## src/gpr_defs.vh

```
// Offsets, field limits and reset values of the three-port register block
`ifndef GPR_DEFS_VH
`define GPR_DEFS_VH
// Distance between data-space and I/O-space addresses
`define GPR_IO_OFFSET 8'h20
// Highest I/O-space address
`define GPR_IO_MAX 8'h3f
// Data-space offsets
`define GPR_PORT_B_PIN_INPUT 8'h23
`define GPR_PORT_B_DIRECTION 8'h24
`define GPR_PORT_B_OUTPUT_DATA 8'h25
`define GPR_PORT_C_PIN_INPUT 8'h26
`define GPR_PORT_C_DIRECTION 8'h27
`define GPR_PORT_C_OUTPUT_DATA 8'h28
`define GPR_PORT_D_PIN_INPUT 8'h29
`define GPR_PORT_D_DIRECTION 8'h2a
`define GPR_PORT_D_OUTPUT_DATA 8'h2b
// Reset value of data and direction registers
`define GPR_RESET_VALUE 8'h00
// Implemented bits per port
`define GPR_MASK_B 8'hff
`define GPR_MASK_C 8'h7f
`define GPR_MASK_D 8'hff
`endif

```

## src/gpr_port.v

```verilog
// One eight-bit port: data, direction, toggle, pull-up and pin drive
`timescale 1ns/1ns
`include "gpr_defs.vh"
module gpr_port #(
  parameter [7:0] MASK = 8'hff
) (
  // Clock and reset
  input wire clk,
  input wire srst,
  // Register writes, one cycle pulses
  input wire wr_data,
  input wire wr_dir,
  input wire wr_pin,
  input wire [7:0] wdata,
  // Global pull-up disable
  input wire global_pullup_disable,
  // Pin side
  input wire [7:0] pin_in,
  output wire [7:0] pin_out,
  output wire [7:0] pin_oe_n,
  output wire [7:0] pullup_en,
  // Register contents
  output reg [7:0] output_data,
  output reg [7:0] direction,
  output reg [7:0] pin_sample
);
  // Next output data value
  reg [7:0] next_output_data;

  // Write or toggle select for output data
  always @* begin
    next_output_data = output_data;
    if (wr_data) begin
      next_output_data = wdata & MASK;
    end else if (wr_pin) begin
      // toggle instead of store
      // ones invert, zeros keep
      next_output_data = (output_data ^ wdata) & MASK;
    end
  end

  // Data and direction registers
  always @(posedge clk) begin
    if (srst) begin
      // zero at reset
      output_data <= `GPR_RESET_VALUE;
      direction <= `GPR_RESET_VALUE;
    end else begin
      output_data <= next_output_data;
      if (wr_dir) begin
        direction <= wdata & MASK;
      end
    end
  end

  // pin levels sampled, no reset
  always @(posedge clk) begin
    pin_sample <= pin_in & MASK;
  end

  // Per-bit pin drive and pull-up
  genvar i;
  generate
    for (i = 0; i < 8; i = i + 1) begin : g_bit
      // drive when direction set
      assign pin_out[i] = output_data[i] & direction[i];
      assign pin_oe_n[i] = ~direction[i];
      // pull-up on input with data one
      assign pullup_en[i] = ~direction[i] & output_data[i] & ~global_pullup_disable;
    end
  endgenerate
endmodule // gpr_port

```

## src/gpr_top.v

```verilog
// Register block for three I/O ports with data and I/O space decode
`timescale 1ns/1ns
`include "gpr_defs.vh"
// Behaviour
// decode data offset and offset minus 0x20
// software uses full offset for loads
// port B data 0x25, resets zero
// port B direction 0x24, resets zero
// port B pins 0x23, sampled levels
// pin-input write toggles outputs
// port C data 0x28, bits 6:0
// port C direction 0x27, bits 6:0
// port C pins 0x26, bits 6:0
// port D data 0x2B, resets zero
// port D direction 0x2A, resets zero
// port D pins 0x29, sampled levels
// pull-up when input, data one, enabled
// one inverts bit, zero keeps
// direction one drives data onto pin
module gpr_top (
  // Clock and reset
  input wire CLK,
  input wire SRST,
  // Register access port
  input wire [7:0] ADDR,
  input wire IO_SPACE,
  input wire WR,
  input wire RD,
  input wire [7:0] WDATA,
  output reg [7:0] RDATA,
  output reg HIT,
  // Global pull-up disable level
  input wire GLOBAL_PULLUP_DISABLE,
  // Port B pins
  input wire [7:0] PB_IN,
  output wire [7:0] PB_OUT,
  output wire [7:0] PB_OE_N,
  output wire [7:0] PB_PULLUP,
  // Port C pins
  input wire [7:0] PC_IN,
  output wire [7:0] PC_OUT,
  output wire [7:0] PC_OE_N,
  output wire [7:0] PC_PULLUP,
  // Port D pins
  input wire [7:0] PD_IN,
  output wire [7:0] PD_OUT,
  output wire [7:0] PD_OE_N,
  output wire [7:0] PD_PULLUP
);
  // One set of registers answers two address spaces.
  // I/O space is the compact window reached by the short instructions;
  // its addresses are the data offsets less a fixed distance.
  // Data space is reached by loads and stores at the full offset, so a
  // store to a small I/O number lands on no register here.
  // Reads are answered from flops one cycle after the strobe, which
  // puts pin reads two edges behind the pads.
  // Pin-input writes never store; each set bit flips an output data bit.
  // Port C has no bit 7: it reads zero, never drives, never pulls up.

  // Data-space address after I/O translation
  reg [7:0] dspace;
  // Address lies in a legal window
  reg addr_ok;
  // I/O address inside the low window
  wire io_in_range;
  // I/O address moved up into data space
  wire [7:0] io_shifted;

  // Register selects, valid in either space
  wire sel_b_pin;
  wire sel_b_dir;
  wire sel_b_data;
  wire sel_c_pin;
  wire sel_c_dir;
  wire sel_c_data;
  wire sel_d_pin;
  wire sel_d_dir;
  wire sel_d_data;
  // Some register of the nine is selected
  wire any_sel;

  // Per-port write strobes, index 0 is port B
  wire [2:0] wr_pin;
  wire [2:0] wr_dir;
  wire [2:0] wr_data;

  // Port B register contents
  wire [7:0] b_data;
  wire [7:0] b_dir;
  wire [7:0] b_pin;
  // Port C register contents
  wire [7:0] c_data;
  wire [7:0] c_dir;
  wire [7:0] c_pin;
  // Port D register contents
  wire [7:0] d_data;
  wire [7:0] d_dir;
  wire [7:0] d_pin;

  // Read value before the output flop
  reg [7:0] next_rdata;
  // Read hit before the output flop
  reg next_hit;

  // I/O window is 0x00 to 0x3f only
  assign io_in_range = (ADDR <= `GPR_IO_MAX);
  // I/O addresses sit 0x20 below data offsets
  // The sum wraps for large addresses, but those fail the window check
  assign io_shifted = ADDR + `GPR_IO_OFFSET;

  // choose the space for this access
  always @* begin
    if (IO_SPACE) begin
      // Short instructions, translated address
      addr_ok = io_in_range;
      dspace = io_shifted;
    end else begin
      // Loads and stores use the full offset
      addr_ok = 1'b1;
      dspace = ADDR;
    end
  end

  // register selects on the data-space address
  // Port B selects
  // Pin-input, toggles on write
  assign sel_b_pin = addr_ok & (dspace == `GPR_PORT_B_PIN_INPUT);
  // Direction
  assign sel_b_dir = addr_ok & (dspace == `GPR_PORT_B_DIRECTION);
  // Output data
  assign sel_b_data = addr_ok & (dspace == `GPR_PORT_B_OUTPUT_DATA);

  // Port C selects
  // Pin-input, toggles on write
  assign sel_c_pin = addr_ok & (dspace == `GPR_PORT_C_PIN_INPUT);
  // Direction
  assign sel_c_dir = addr_ok & (dspace == `GPR_PORT_C_DIRECTION);
  // Output data
  assign sel_c_data = addr_ok & (dspace == `GPR_PORT_C_OUTPUT_DATA);

  // Port D selects
  // Pin-input, toggles on write
  assign sel_d_pin = addr_ok & (dspace == `GPR_PORT_D_PIN_INPUT);
  // Direction
  assign sel_d_dir = addr_ok & (dspace == `GPR_PORT_D_DIRECTION);
  // Output data
  assign sel_d_data = addr_ok & (dspace == `GPR_PORT_D_OUTPUT_DATA);

  // Any mapped register
  assign any_sel = sel_b_pin | sel_b_dir | sel_b_data | sel_c_pin | sel_c_dir | sel_c_data |
    sel_d_pin | sel_d_dir | sel_d_data;

  // write strobes, one register per access
  // Port B strobes
  assign wr_pin[0] = WR & sel_b_pin;
  assign wr_dir[0] = WR & sel_b_dir;
  assign wr_data[0] = WR & sel_b_data;
  // Port C strobes
  assign wr_pin[1] = WR & sel_c_pin;
  assign wr_dir[1] = WR & sel_c_dir;
  assign wr_data[1] = WR & sel_c_data;
  // Port D strobes
  assign wr_pin[2] = WR & sel_d_pin;
  assign wr_dir[2] = WR & sel_d_dir;
  assign wr_data[2] = WR & sel_d_data;

  // R4: R5: port B, eight bits
  // All eight pins usable
  gpr_port #(
    .MASK(`GPR_MASK_B)
  ) u_port_b (
    // Clock and reset
    .clk(CLK),
    .srst(SRST),
    // Write strobes and data
    .wr_data(wr_data[0]),
    .wr_dir(wr_dir[0]),
    .wr_pin(wr_pin[0]),
    .wdata(WDATA),
    // Pull-up kill
    .global_pullup_disable(GLOBAL_PULLUP_DISABLE),
    // Pins
    .pin_in(PB_IN),
    .pin_out(PB_OUT),
    .pin_oe_n(PB_OE_N),
    .pullup_en(PB_PULLUP),
    // Register contents for reads
    .output_data(b_data),
    .direction(b_dir),
    .pin_sample(b_pin)
  );

  // R8: R9: port C, bit 7 absent
  // The mask keeps bit 7 at zero in every register
  gpr_port #(
    .MASK(`GPR_MASK_C)
  ) u_port_c (
    // Clock and reset
    .clk(CLK),
    .srst(SRST),
    // Write strobes and data
    .wr_data(wr_data[1]),
    .wr_dir(wr_dir[1]),
    .wr_pin(wr_pin[1]),
    .wdata(WDATA),
    // Pull-up kill
    .global_pullup_disable(GLOBAL_PULLUP_DISABLE),
    // Pins
    .pin_in(PC_IN),
    .pin_out(PC_OUT),
    .pin_oe_n(PC_OE_N),
    .pullup_en(PC_PULLUP),
    // Register contents for reads
    .output_data(c_data),
    .direction(c_dir),
    .pin_sample(c_pin)
  );

  // R11: R12: port D, eight bits
  // All eight pins usable
  gpr_port #(
    .MASK(`GPR_MASK_D)
  ) u_port_d (
    // Clock and reset
    .clk(CLK),
    .srst(SRST),
    // Write strobes and data
    .wr_data(wr_data[2]),
    .wr_dir(wr_dir[2]),
    .wr_pin(wr_pin[2]),
    .wdata(WDATA),
    // Pull-up kill
    .global_pullup_disable(GLOBAL_PULLUP_DISABLE),
    // Pins
    .pin_in(PD_IN),
    .pin_out(PD_OUT),
    .pin_oe_n(PD_OE_N),
    .pullup_en(PD_PULLUP),
    // Register contents for reads
    .output_data(d_data),
    .direction(d_dir),
    .pin_sample(d_pin)
  );

  // read multiplexer, zero when nothing is selected
  always @* begin
    next_rdata = 8'h00;
    next_hit = RD & any_sel;
    // Same map as the writes, so reads and writes never disagree
    if (RD & any_sel) begin
      case (dspace)
        // Port B
        `GPR_PORT_B_PIN_INPUT: begin
          next_rdata = b_pin;
        end
        `GPR_PORT_B_DIRECTION: begin
          next_rdata = b_dir;
        end
        `GPR_PORT_B_OUTPUT_DATA: begin
          next_rdata = b_data;
        end
        // Port C
        `GPR_PORT_C_PIN_INPUT: begin
          next_rdata = c_pin;
        end
        `GPR_PORT_C_DIRECTION: begin
          next_rdata = c_dir;
        end
        `GPR_PORT_C_OUTPUT_DATA: begin
          next_rdata = c_data;
        end
        // Port D
        `GPR_PORT_D_PIN_INPUT: begin
          next_rdata = d_pin;
        end
        `GPR_PORT_D_DIRECTION: begin
          next_rdata = d_dir;
        end
        `GPR_PORT_D_OUTPUT_DATA: begin
          next_rdata = d_data;
        end
        // Unmapped address, cannot occur with any_sel high
        default: begin
          next_hit = 1'b0;
        end
      endcase
    end
  end

  // Registered read answer, one cycle after the strobe
  // Flops keep RDATA steady while the address moves
  always @(posedge CLK) begin
    if (SRST) begin
      // Nothing to answer after reset
      RDATA <= 8'h00;
      HIT <= 1'b0;
    end else begin
      // Reloaded every edge, so it stands one cycle
      RDATA <= next_rdata;
      HIT <= next_hit;
    end
  end
endmodule // gpr_top

```

## config.mk

```make
export PLATFORM = sky130hd
export DESIGN_NAME = gpr_top
export DESIGN_NICKNAME = d
export VERILOG_FILES = /design/src/gpr_port.v /design/src/gpr_top.v
export VERILOG_INCLUDE_DIRS = /design/src
export SDC_FILE = /design/constraint.sdc
export NUM_CORES = 1
export LEC_CHECK = 0
export ABC_AREA = 1
export BUFFER_PORTS_ARGS = -buffer_cell sky130_fd_sc_hd__clkbuf_2
export CAP_MARGIN = 10
export CORE_UTILIZATION = 51
export CTS_CLUSTER_DIAMETER = 80
export DETAILED_ROUTE_END_ITERATION = 7
export PLACE_DENSITY_LB_ADDON = 0.1
export SLEW_MARGIN = 20
export SYNTH_ARGS = -nofsm -noshare
export SYNTH_HDL_FRONTEND = slang
export SYNTH_SLANG_ARGS = --single-unit
export TNS_END_PERCENT = 50
```

## constraint.sdc

```tcl
create_clock -name CLK -period 2.1 [get_ports CLK]
set_input_delay 0.21 -clock CLK [delete_from_list [all_inputs] [get_ports CLK]]
set_output_delay 0.21 -clock CLK [all_outputs]
set_load 0.03 [all_outputs]
```

# After elaboration in Yosys (flattened, before gate mapping)
# Cells that the tools add are included.
# word_totals
elab_cells	161
regBits	78
# op_classes
n_mux	10
eq_ne	9
n_addsub	1
bitwise	124
order_cmp	1
reduce_logical	5
# ops
op	n
bitwise AND 1 bit	88
equality test 8 x 6 -> 1 bit (second input constant)	9
one-hot mux 8 bit (9 select lines)	1
2-to-1 mux 8 bit	5
inverter 1 bit	25
bitwise XOR 8 bit	2
2-to-1 mux 7 bit	2
OR reduction 9 bit	1
adder 8 x 6 -> 8 bit (second input constant)	1
<= comparator 8 x 6 -> 1 bit (second input constant)	1
OR 1 bit	8
bitwise XOR 7 bit	1
nonzero test 2 bit	3
2-to-1 mux 1 bit	2
OR reduction 2 bit	1

# Depth between registers and ports, before layout
# Gate-level depths: netlist of run 1.
# depth
word_depth	15
ltp_mapped	13

# Cells and area by module
# Synthesis of run 1 repeated with hierarchy kept, for this count alone.
# hier_totals
cells_unflattened	649
hier_area_um2	4239.1
# by_module_without_submodules
module	cells_each	area_per_inst_um2	seq_area_each_um2	instances
gpr_port at u_port_b ...	144	1038.5	480.5	2
gpr_top	227	1212.4	180.2	1
gpr_port at u_port_c	134	949.7	420.4	1

# Worst setup path before layout of run 1
# No wires, ideal clock.
# synth_path
kind	input-to-reg
from	input ADDR[5]
to	register u_port_b.direction[5]
setup_slack_ps	405
setup_ps	113
t_arrival_ps	1582
required_time_ps	1987
path_stages	10
cell_sequence	ha_1 > nor2_1 > o21ai_0 > nand2_1 > nand2_2 > nor4_4 > buf_4 > nand2_1 > nand2_1 > nor2_1
# synth_via
elab_chain_len	5
word_cells_on_any_way	7
# synth_lines
element	line_no	rtl
start, declared	gpr_top.v:25	input wire [7:0] ADDR,
adder 8 x 6 -> 8 bit (no line)	--	
2-to-1 mux 8 bit	gpr_top.v:113	if (IO_SPACE) begin
equality test 8 x 6 -> 1 bit	--	
bitwise AND 1 bit (*)	gpr_top.v:129	assign sel_b_dir = addr_ok & (dspace == `GPR_PORT_B_DIRECTION);
bitwise AND 1 bit (*)	gpr_top.v:156	assign wr_dir[0] = WR & sel_b_dir;
end signal, assigned	gpr_port.v:47	direction <= `GPR_RESET_VALUE;
end signal, assigned	gpr_port.v:51	direction <= wdata & MASK;
end, declared	gpr_port.v:24	output reg [7:0] direction,
# Every way passes the cells marked *; elsewhere a longest branch is shown, timed or not.
# A chain may end at the register's enable or synchronous reset.

# Worst setup path in the final report of run 1
# layout_path
from	input ADDR[5]
to	register u_port_d.direction[5]
# layout_via
elab_chain_len	5
word_cells_on_any_way	7
# layout_lines
element	line_no	rtl
adder 8 x 6 -> 8 bit (no line)	--	
2-to-1 mux 8 bit	gpr_top.v:113	
equality test 8 x 6 -> 1 bit	--	
bitwise AND 1 bit (*)	gpr_top.v:145	assign sel_d_dir = addr_ok & (dspace == `GPR_PORT_D_DIRECTION);
bitwise AND 1 bit (*)	gpr_top.v:164	assign wr_dir[2] = WR & sel_d_dir;
end signal, assigned	gpr_port.v:47	
end signal, assigned	gpr_port.v:51	
end, declared	gpr_port.v:24	
# Marks and branches as above.

==> results.ini, run 1 <==
[run_status]
status = complete, no violations

[timing]
fin_ws_ns = 0.458
slew_viol_final = 0
hold_violations = 0
slew_headroom_pct = 65.1
tns_ns = 0
fmax_mhz = 609
setup_viol = 0
clock_skew_ns = 0.0102
post-route-period-util_pct = 78.2
rsz0062_at_grt = false
fin_crit_ns = 1.64
tightestPinTransition_ns = 0.523
whs_ns = 0.148

[cells_and_area]
final-instance-count-excl-fill = 857
drive_gt1_share_pct = 23.7
utilization_pct = 70.0
antenna_cells = 0
final_nets = 801
final_common_cell = nand2_1
final_cell_area_um2 = 5160
syn2layout_area_growth_pct = 30.7
mostFrequentLayoutCells = 158 x nand2_1, 122 x clkbuf_2, 112 x nor2_1, 78 x dfxtp_1, 67 x inv_1

[yosys]
syn_inst = 606
ys_seq_elements = 78
synth_top_area_share_pct = 39.6
synthTopCellsByArea = dfxtp_1 40%, nand2_1 15%, nor2_1 11%
yosys.area.top_type = dfxtp_1
synth.avg_cell_area_um2 = 6.51
yosysSeqAreaShare_pct = 39.6
synth_area_um2 = 3940
ys_types = 27
ys_warn_count = 0

[worst_setup_path]
cp.required_ns = 2.38
critPathKind = in -> reg
cp-end-kind = flop
regToRegStartpoint = u_port_b.output_data[1]
crit_path_max_fanout = 25
worstSetupStartpointType = input port
arrival_ns = 1.92
startpoint = ADDR[5]

[floorplan]
die_x_um = 89.9
initial_core_util_pct = 53.5
row_count = 31
io_pins = 127
core_um2 = 7370
die_h_um = 89.9
die_area_um2 = 8090

[cts]
clkTransAtPathRegs_ns = 0.08
htreeDepth = 3
cts_resized = 0
numCtsBuffers = 9
cts-root-buf = clkbuf_8
cts_tree = yes
clock_sinks = 78
cts_buffer_depth = 2
insertion_delay_ns = 0.35

[global_route]
grt_max_degree = 44
grt_pass1_wl_mm = 20.2
grt.busiest_layer = met2
grt_overflow = 0
grt_util_all_layers_pct = 31.4
grt_use_met3_pct = 5.50
grt_pass1_vias = 4133
grt_use_met2_pct = 52.4
grt_antenna_before_repair = 0
gr-usage-met1_pct = 41.3

[placed_design]
io_buffers = 122
place_inst = 819
placed_area_um2 = 4690
dp_hpwl_mm = 8.94
place.gp.congestion = 0.918
dp_slack_ns = 0.144

[drt]
post_drt_via_cell_ratio = 5.29
antenna_left = 0
initialDrtViolationCount = 320
vias = 4533
drc = 0
wire_per_inst_um = 14.5
wirelength_mm = 12.5
firstDrtPassIters = 4

[pwr]
p_total_mw = 3.14
ir_drop_mv = 0.366
p_per_area_nw_per_um2 = 609
p_leak_nw = 2.57

[min_path]
worstHoldPathType = in -> reg
worstHoldStart = WDATA[0]

[job]
max_cap_violations = 0

-- where the power goes --
part,internal [mW],total [mW],switching [mW]
Sequential,1.50,1.51,0.0103
Clock,0.783,1.34,0.559
Combinational,0.0978,0.284,0.186
Total,2.38,3.14,0.756
-- per-layer routing --
layer	part of all wire (%)	wire length, um
met5	0	0
met1	43	5410
met2	48	5970
met4	2.3	290
met3	6.3	781
-- sequential cells by signal, indices dropped and copies added (netlist names) --
signal / cells
u_port_b.direction: 8
RDATA: 8
u_port_d.direction: 8
u_port_b.output_data: 8
u_port_c.output_data: 7
u_port_d.output_data: 8
u_port_d.pin_sample: 8
u_port_b.pin_sample: 8
HIT: 1
u_port_c.pin_sample: 7
u_port_c.direction: 7
-- critical path, stage by stage --
cell	delay, ns
clkbuf_2	0.10
ha_1	0.29
nor2_1	0.09
o21ai_0	0.08
nand2_1	0.13
buf_4	0.30
nand3_1	0.16
nor2_2	0.11
buf_4	0.21
o21ai_0	0.11
a21oi_1	0.14
-- Yosys cell counts (all sizes together) --
master  instances
ha              1
buf            11
o21ai          17
a21oi          25
nor3            3
nor2          118
conb            2
nand3          50
nand2         161
nand3b          1
nand4          50
dfxtp          78
nor4            1
clkbuf         15
inv            73
-- final timing paths --
path	depth (start not counted)	to	slack, ns
setup / recovery	11	u_port_d.direction[5]	0.46
hold / removal	3	u_port_d.direction[0]	0.15
setup reg to reg	4	RDATA[1]	1.11
hold reg to reg	2	u_port_b.direction[5]	0.52
-- timing repair --
item                                   CTS  global route
buffers inserted                         0             0
endpoints found under the hold margin   23             0
hold buffers                            23             0
-- kinds of logic (layout without fill, tap and decap cells) --
group	after synthesis	in the layout	share of synthesized area [%]
other cells	2	3	0.190
simple gates	384	384	43.7
flops	78	78	39.6
fa+ha+maj	1	1	0.317
compound gates	42	42	6.28
buf+inv	99	250	9.96
-- cell type report --
cell class	instances	area [um2]
clock buffers	9	124
clock inverters	6	111
fillers	655	2210
inverters	73	274
multi-input cells	430	1990
flip-flops and latches	78	1560
well taps	99	124
repair buffers	162	968
Power figures use the tool's default switching activity.
==> run 2, diff against run 1 <==
--- a/config.mk
+++ b/config.mk
@@ -6,10 +6,10 @@
 export SDC_FILE = /design/constraint.sdc
 export NUM_CORES = 1
 export LEC_CHECK = 0
-export ABC_AREA = 1
+export ABC_AREA = 0
 export BUFFER_PORTS_ARGS = -buffer_cell sky130_fd_sc_hd__clkbuf_2
 export CAP_MARGIN = 10
-export CORE_UTILIZATION = 51
+export CORE_UTILIZATION = 47
 export CTS_CLUSTER_DIAMETER = 80
 export DETAILED_ROUTE_END_ITERATION = 7
 export PLACE_DENSITY_LB_ADDON = 0.1
==> constraint.sdc (replaced) <==
create_clock -name CLK -period 1.4 [get_ports CLK]
set_input_delay 0.14 -clock CLK [delete_from_list [all_inputs] [get_ports CLK]]
set_output_delay 0.14 -clock CLK [all_outputs]
set_load 0.03 [all_outputs]
==> run 2 against run 1 <==
Sequential power is 50% higher. Routed wire length grew 25%. Worst setup slack got worse by 0.44 ns. Die area rose by 21%. Count of clock-buffer cells in the layout is 1 higher. Via count rose by 9.1%. Register-to-register slack worse by 1.1 ns. Synthesized cell count down 12%. Non-clock buffer count is 67 higher. Global-route usage is 0.38 points higher.
==> results.ini, run 2 <==
[yosys]
synth.avg_cell_area_um2 = 8.31
synth_top_area_share_pct = 35.4
synth_compound_area_share_pct = 21.8
synthArstFlopShare_pct = 0
synth-edff-count = 0
syn_inst = 531
ys_seq_elements = 78
ys_warn_count = 0
synthTopCellsByArea = dfxtp_1 35%, mux2i_1 6.4%, o21ai_0 5.7%
post-synth-top-count-cell = dfxtp_1
synthXorXnorAreaFrac_pct = 0.198
yosys.area.top_type = dfxtp_1
muxShareOfSynthArea_pct = 6.35
yosys.area_share.simple_pct = 28.3
synth-main-ff-cell = dfxtp_1
synth_area_um2 = 4410
ys_types = 54
synth_top_family_by_area = simple AND/OR/NAND/NOR gates
yosys.area_share.adder_pct = 0.284
synthTopCellsByCount = 78 x dfxtp_1, 50 x o21ai_0, 42 x a21oi_1
yosysSeqAreaShare_pct = 35.4

[timing]
clock_skew_ns = 0.00645
hold_violations = 0
rsz0062_at_grt = true
fmax_mhz = 725
tightestPinTransition_ns = 0.521
setup_viol = 0
tns_ns = 0
fin_crit_ns = 1.38
slew_viol_final = 0
fin_ws_ns = 0.0211
post-route-period-util_pct = 98.5
whs_ns = 0.148
slew_headroom_pct = 64.8

[drt]
wl_met2_mm = 7.16
vias = 4946
drc = 0
post_drt_via_cell_ratio = 5.92
wirelength_mm = 15.5
drt-met1-wl_mm = 6.49
firstDrtPassIters = 6
antenna_left = 0
top_layer_used = met4
initialDrtViolationCount = 457
wire_per_inst_um = 18.6
route.met3.wl_mm = 1.39

[floorplan]
die_h_um = 98.9
initial_core_util_pct = 49.6
die_area_um2 = 9780
row_count = 34
core_um2 = 8890
die_x_um = 98.9
io_pins = 127

[pwr]
ir_drop_mv = 0.534
p_leak_nw = 2.63
p_per_area_nw_per_um2 = 766
p_total_mw = 4.75

[global_route]
grt_pass1_wl_mm = 23.9
grt_antenna_before_repair = 0
grt_pass1_vias = 4502
grt_overflow = 0
grt_util_all_layers_pct = 31.8
grt_max_degree = 33

[cells_and_area]
drive_gt1_share_pct = 35.9
fill_cells = 708
mostFrequentLayoutCells = 104 x clkbuf_2, 92 x buf_4, 63 x dfxtp_1, 42 x a21oi_1, 37 x o21ai_0
final_common_cell = clkbuf_2
final_nets = 770
register_area_um2 = 1580
antenna_cells = 0
multi_input_area_um2 = 2630
syn2layout_area_growth_pct = 40.7

[worst_setup_path]
critical_path.most_common_cell = buf_4
cpPeakStageDelay_ns = 0.32
critPathKind = reg -> out
cp-end-kind = output port
arrival_ns = 1.24
worstSetupStartpointType = flop
cp.required_ns = 1.26
crit_chain = buf_4, nor3b_1, buf_4
slowest_stage = dfxtp_1
crit_path_max_fanout = 4

[placed_design]
dp_hpwl_mm = 11.1
io_buffers = 122
place.gp.congestion = 0.930
dp_slack_ns = -0.262

[cts]
numCtsBuffers = 9
cts-root-buf = clkbuf_8
cts_tree = yes
htreeDepth = 3
insertion_delay_ns = 0.36
clock_sinks = 78
clkTransAtPathRegs_ns = 0.08
cts_buffer_depth = 2

[min_path]
worstHoldPathType = in -> reg

[run_status]
status = complete, no violations

[job]
max_cap_violations = 0

[run 2: metrics by stage]
step	instances	area [um2]	util [%]
global route	836	6210	69.8
CTS	836	6140	69.1
global placement	796	5670	63.7
finish	836	6210	69.8
floorplan	532	4480	-
detailed placement	796	5670	63.7
[run 2: routing by layer]
layer  vias up  track usage, %
met2       284            52.3
met4         0            13.2
met3        55            5.11
met1      2263            41.4
li1       2344               -
met5         -               0
[run 2: worst max-delay path: cells and delay by family (launching register included)]
kind | cells | cell delay, ns
flops | 1 | 0.32
buf+inv | 2 | 0.34
simple gates | 1 | 0.21
[run 2: timing repair]
action / 4_1_cts / 5_1_grt
resized for setup: 17 / 37
hold buffers: 23 / 0
hold endpoints to repair: 23 / 0
endpoints found under the setup margin: 13 / 22
buffers inserted: 1 / 0
[run 2: layout make-up]
class / count / share of cell area (%)
sequential: 78 / 25.5
multi-input combinational: 376 / 42.3
tap: 108 / 2.18
clock buffer: 10 / 2.06
inverter: 29 / 1.75
clock inverter: 6 / 1.15
timing repair buffer: 229 / 25.1
[run 2: report_power, final]
group	switching, mW	total (mW)	leakage [nW]	internal, mW
combinational	0.422	0.751	1.90	0.329
sequential	0.0143	2.27	0.645	2.25
clock	0.899	1.74	0.0931	0.837
total	1.34	4.75	2.63	3.42
[run 2: logic make-up (layout without fill, tap and decap cells)]
group / count (synthesis) / count (layout)
buffers and inverters: 78 / 274
multiplexers: 28 / 28
flip-flops: 78 / 78
other: 2 / 3
adder cells (fa/ha/maj): 1 / 1
XOR/XNOR: 1 / 1
AO/OA/AOI/OAI: 152 / 152
AND/OR/NAND/NOR: 191 / 191
[run 2: worst paths after layout]
kind / startpoint / endpoint / slack [ns] / cells past startpoint
worst min-delay path: WDATA[3] / u_port_b.direction[3] / 0.15 / 3
worst max-delay path: u_port_c.direction[0] / PC_PULLUP[0] / 0.02 / 3
worst min register to register: u_port_c.output_data[4] / u_port_c.output_data[4] / 0.51 / 2
worst max register to register: u_port_b.direction[6] / RDATA[6] / 0.04 / 4
==> run 3, diff against run 2 <==
--- a/config.mk
+++ b/config.mk
@@ -9,7 +9,7 @@
 export ABC_AREA = 0
 export BUFFER_PORTS_ARGS = -buffer_cell sky130_fd_sc_hd__clkbuf_2
 export CAP_MARGIN = 10
-export CORE_UTILIZATION = 47
+export CORE_UTILIZATION = 52
 export CTS_CLUSTER_DIAMETER = 80
 export DETAILED_ROUTE_END_ITERATION = 7
 export PLACE_DENSITY_LB_ADDON = 0.1
==> constraint.sdc (replaced) <==
create_clock -name CLK -period 1.3 [get_ports CLK]
set_input_delay 0.13 -clock CLK [delete_from_list [all_inputs] [get_ports CLK]]
set_output_delay 0.13 -clock CLK [all_outputs]
set_load 0.03 [all_outputs]
==> run 3 against run 2 <==
Worst setup slack worse by 0.079 ns. Highest routed layer unchanged. Count of clock-buffer cells in the layout stayed put. Combinational power grew 19%. Register-to-register slack got worse by 0.03 ns. Flip-flop and latch count unchanged. The run now ends with negative setup slack left. Largest power group unchanged. Sequential power grew 7%. Clock power increased by 20%. Clock skew increased by 0.0038 ns. Sequential share of layout area shrank 0.61 points. Final cell count is 0.24% higher.
==> results.ini, run 3 (synthesized netlist as in run 2, its figures left out) <==
[global_route]
grt_overflow = 0
grt_max_degree = 32
grt_use_met3_pct = 6.88
grt_pass1_wl_mm = 25.7
gr-usage-met1_pct = 49.0
grt_use_met2_pct = 63.1
grt_util_all_layers_pct = 38.4
grt_pass1_vias = 4816
grt_antenna_before_repair = 0
grt.busiest_layer = met2

[pwr]
p_seq_share_pct = 44.9
p_sw_share_pct = 27.8
p_leak_nw = 2.77
clkPwrFrac_pct = 38.6
internal_power_mw = 3.89
ir_drop_mv = 0.601
comb_power_share_pct = 16.5
p_total_mw = 5.39
p_per_area_nw_per_um2 = 819
netSwitchingPower_mw = 1.50

[cts]
numCtsBuffers = 9
htreeDepth = 3
cts_tree = yes
clkTransAtPathRegs_ns = 0.09
cts-root-buf = clkbuf_8
insertion_delay_ns = 0.36
clock_sinks = 78
cts_buffer_depth = 2

[placed_design]
io_buffers = 122
place.gp.congestion = 0.936
place_inst = 796
dp_hpwl_mm = 11.5

[run_status]
status = finished with violations
violations = negative setup slack

[cells_and_area]
antenna_cells = 0
syn2layout_area_growth_pct = 49.2
final_nets = 775
final-instance-count-excl-fill = 838
drive_gt1_share_pct = 43.0
multi_input_area_um2 = 2780
utilization_pct = 80.1
register_area_um2 = 1640
mostFrequentLayoutCells = 98 x buf_4, 92 x clkbuf_2, 42 x a21oi_1, 40 x dfxtp_1, 34 x o21ai_0
fill_cells = 530
final_common_cell = buf_4

[timing]
fin_ws_ns = -0.0578
rsz0062_at_grt = true
clock_skew_ns = 0.0103
whs_ns = 0.148
tightestPinTransition_ns = 0.754
hold_violations = 0
post-route-period-util_pct = 104
fmax_mhz = 736
slew_viol_final = 0
setup_viol = 5
slew_headroom_pct = 49.7
fin_crit_ns = 1.36

[drt]
post_drt_via_cell_ratio = 6.26
wirelength_mm = 17.0
wire_per_inst_um = 20.2
firstDrtPassIters = 5
vias = 5242
drc = 0
antenna_left = 0
initialDrtViolationCount = 452

[min_path]
hold_path_depth = 3
worstHoldPathType = in -> reg

[floorplan]
initial_core_util_pct = 53.7
io_pins = 127
die_h_um = 94.1
die_x_um = 94.1
die_area_um2 = 8860
row_count = 33
core_um2 = 8220

[worst_setup_path]
worstSetupStartpointType = input port
ff2ff_path_depth = 5
critPathKind = in -> reg
crit_path_max_fanout = 10
cp-end-kind = flop
cp.required_ns = 1.52
arrival_ns = 1.58

[job]
max_cap_violations = 0

[run 3: changes by cell type in the layout (fill, tap and decap cells not counted), moves of 8 or more]
cell	previous run	this run
dfxtp_2	15	27
dfxtp_1	63	40
clkbuf_2	104	92
nor3b_1	17	9
dfxtp_4	0	11
[run 3: final cells by class]
class                   count  share of cell area [%]
clock buffers              10                    1.94
clock inverters             6                    1.43
inverters                  29                    1.69
multi-input cells         376                    42.2
flip-flops and latches     78                    24.9
well taps                 105                    2.00
repair buffers            234                    25.9
[run 3: path summary, 6_finish.rpt]
kind | from | end | slack, ns
setup / recovery | ADDR[1] | u_port_c.direction[0] | -0.06
hold / removal | SRST | u_port_c.direction[4] | 0.15
setup reg to reg | u_port_c.direction[0] | RDATA[0] | 0.01
hold reg to reg | u_port_c.output_data[4] | u_port_c.output_data[4] | 0.51
[run 3: metrics by stage]
stage,area (um2),setup WS (ns),TNS [ns]
2_1_floorplan,4510,-0.106,-3.26
3_3_place_gp,5680,-0.315,-12.43
3_5_place_dp,5680,-0.371,-14.86
4_1_cts,6320,-0.0486,-0.140
5_1_grt,6590,-0.123,-0.584
6_report,6590,-0.0578,-0.144
[run 3: what timing repair did]
item,in CTS,in global routing
endpoints found under the setup margin,40,57
gates cloned,0,2
pin swaps,2,6
setup buffers,2,2
hold buffers,23,0
resized for setup,74,79
endpoints found under the hold margin,23,0
[run 3: layer usage]
layer	up-vias	share of wire, %
met5	-	0
met4	0	4.1
met3	67	9.3
met2	363	47
met1	2457	39
li1	2355	-
[run 3: worst max-delay path, cell delays in order]
cell and delay (ns):
clkbuf_2 0.26, nand4b_1 0.22, or4_4 0.52, o21ai_0 0.29, a21oi_1 0.16
[run 3: power by group through the flow]
stage / clock network (mW) / registers, mW / logic [mW]
floorplan: 0 / 2.49 / 0.381
global placement: 0 / 2.50 / 0.711
detailed placement: 0 / 2.50 / 0.728
CTS: 2.06 / 2.43 / 0.788
global route: 2.17 / 2.42 / 0.936
finish: 2.08 / 2.42 / 0.890
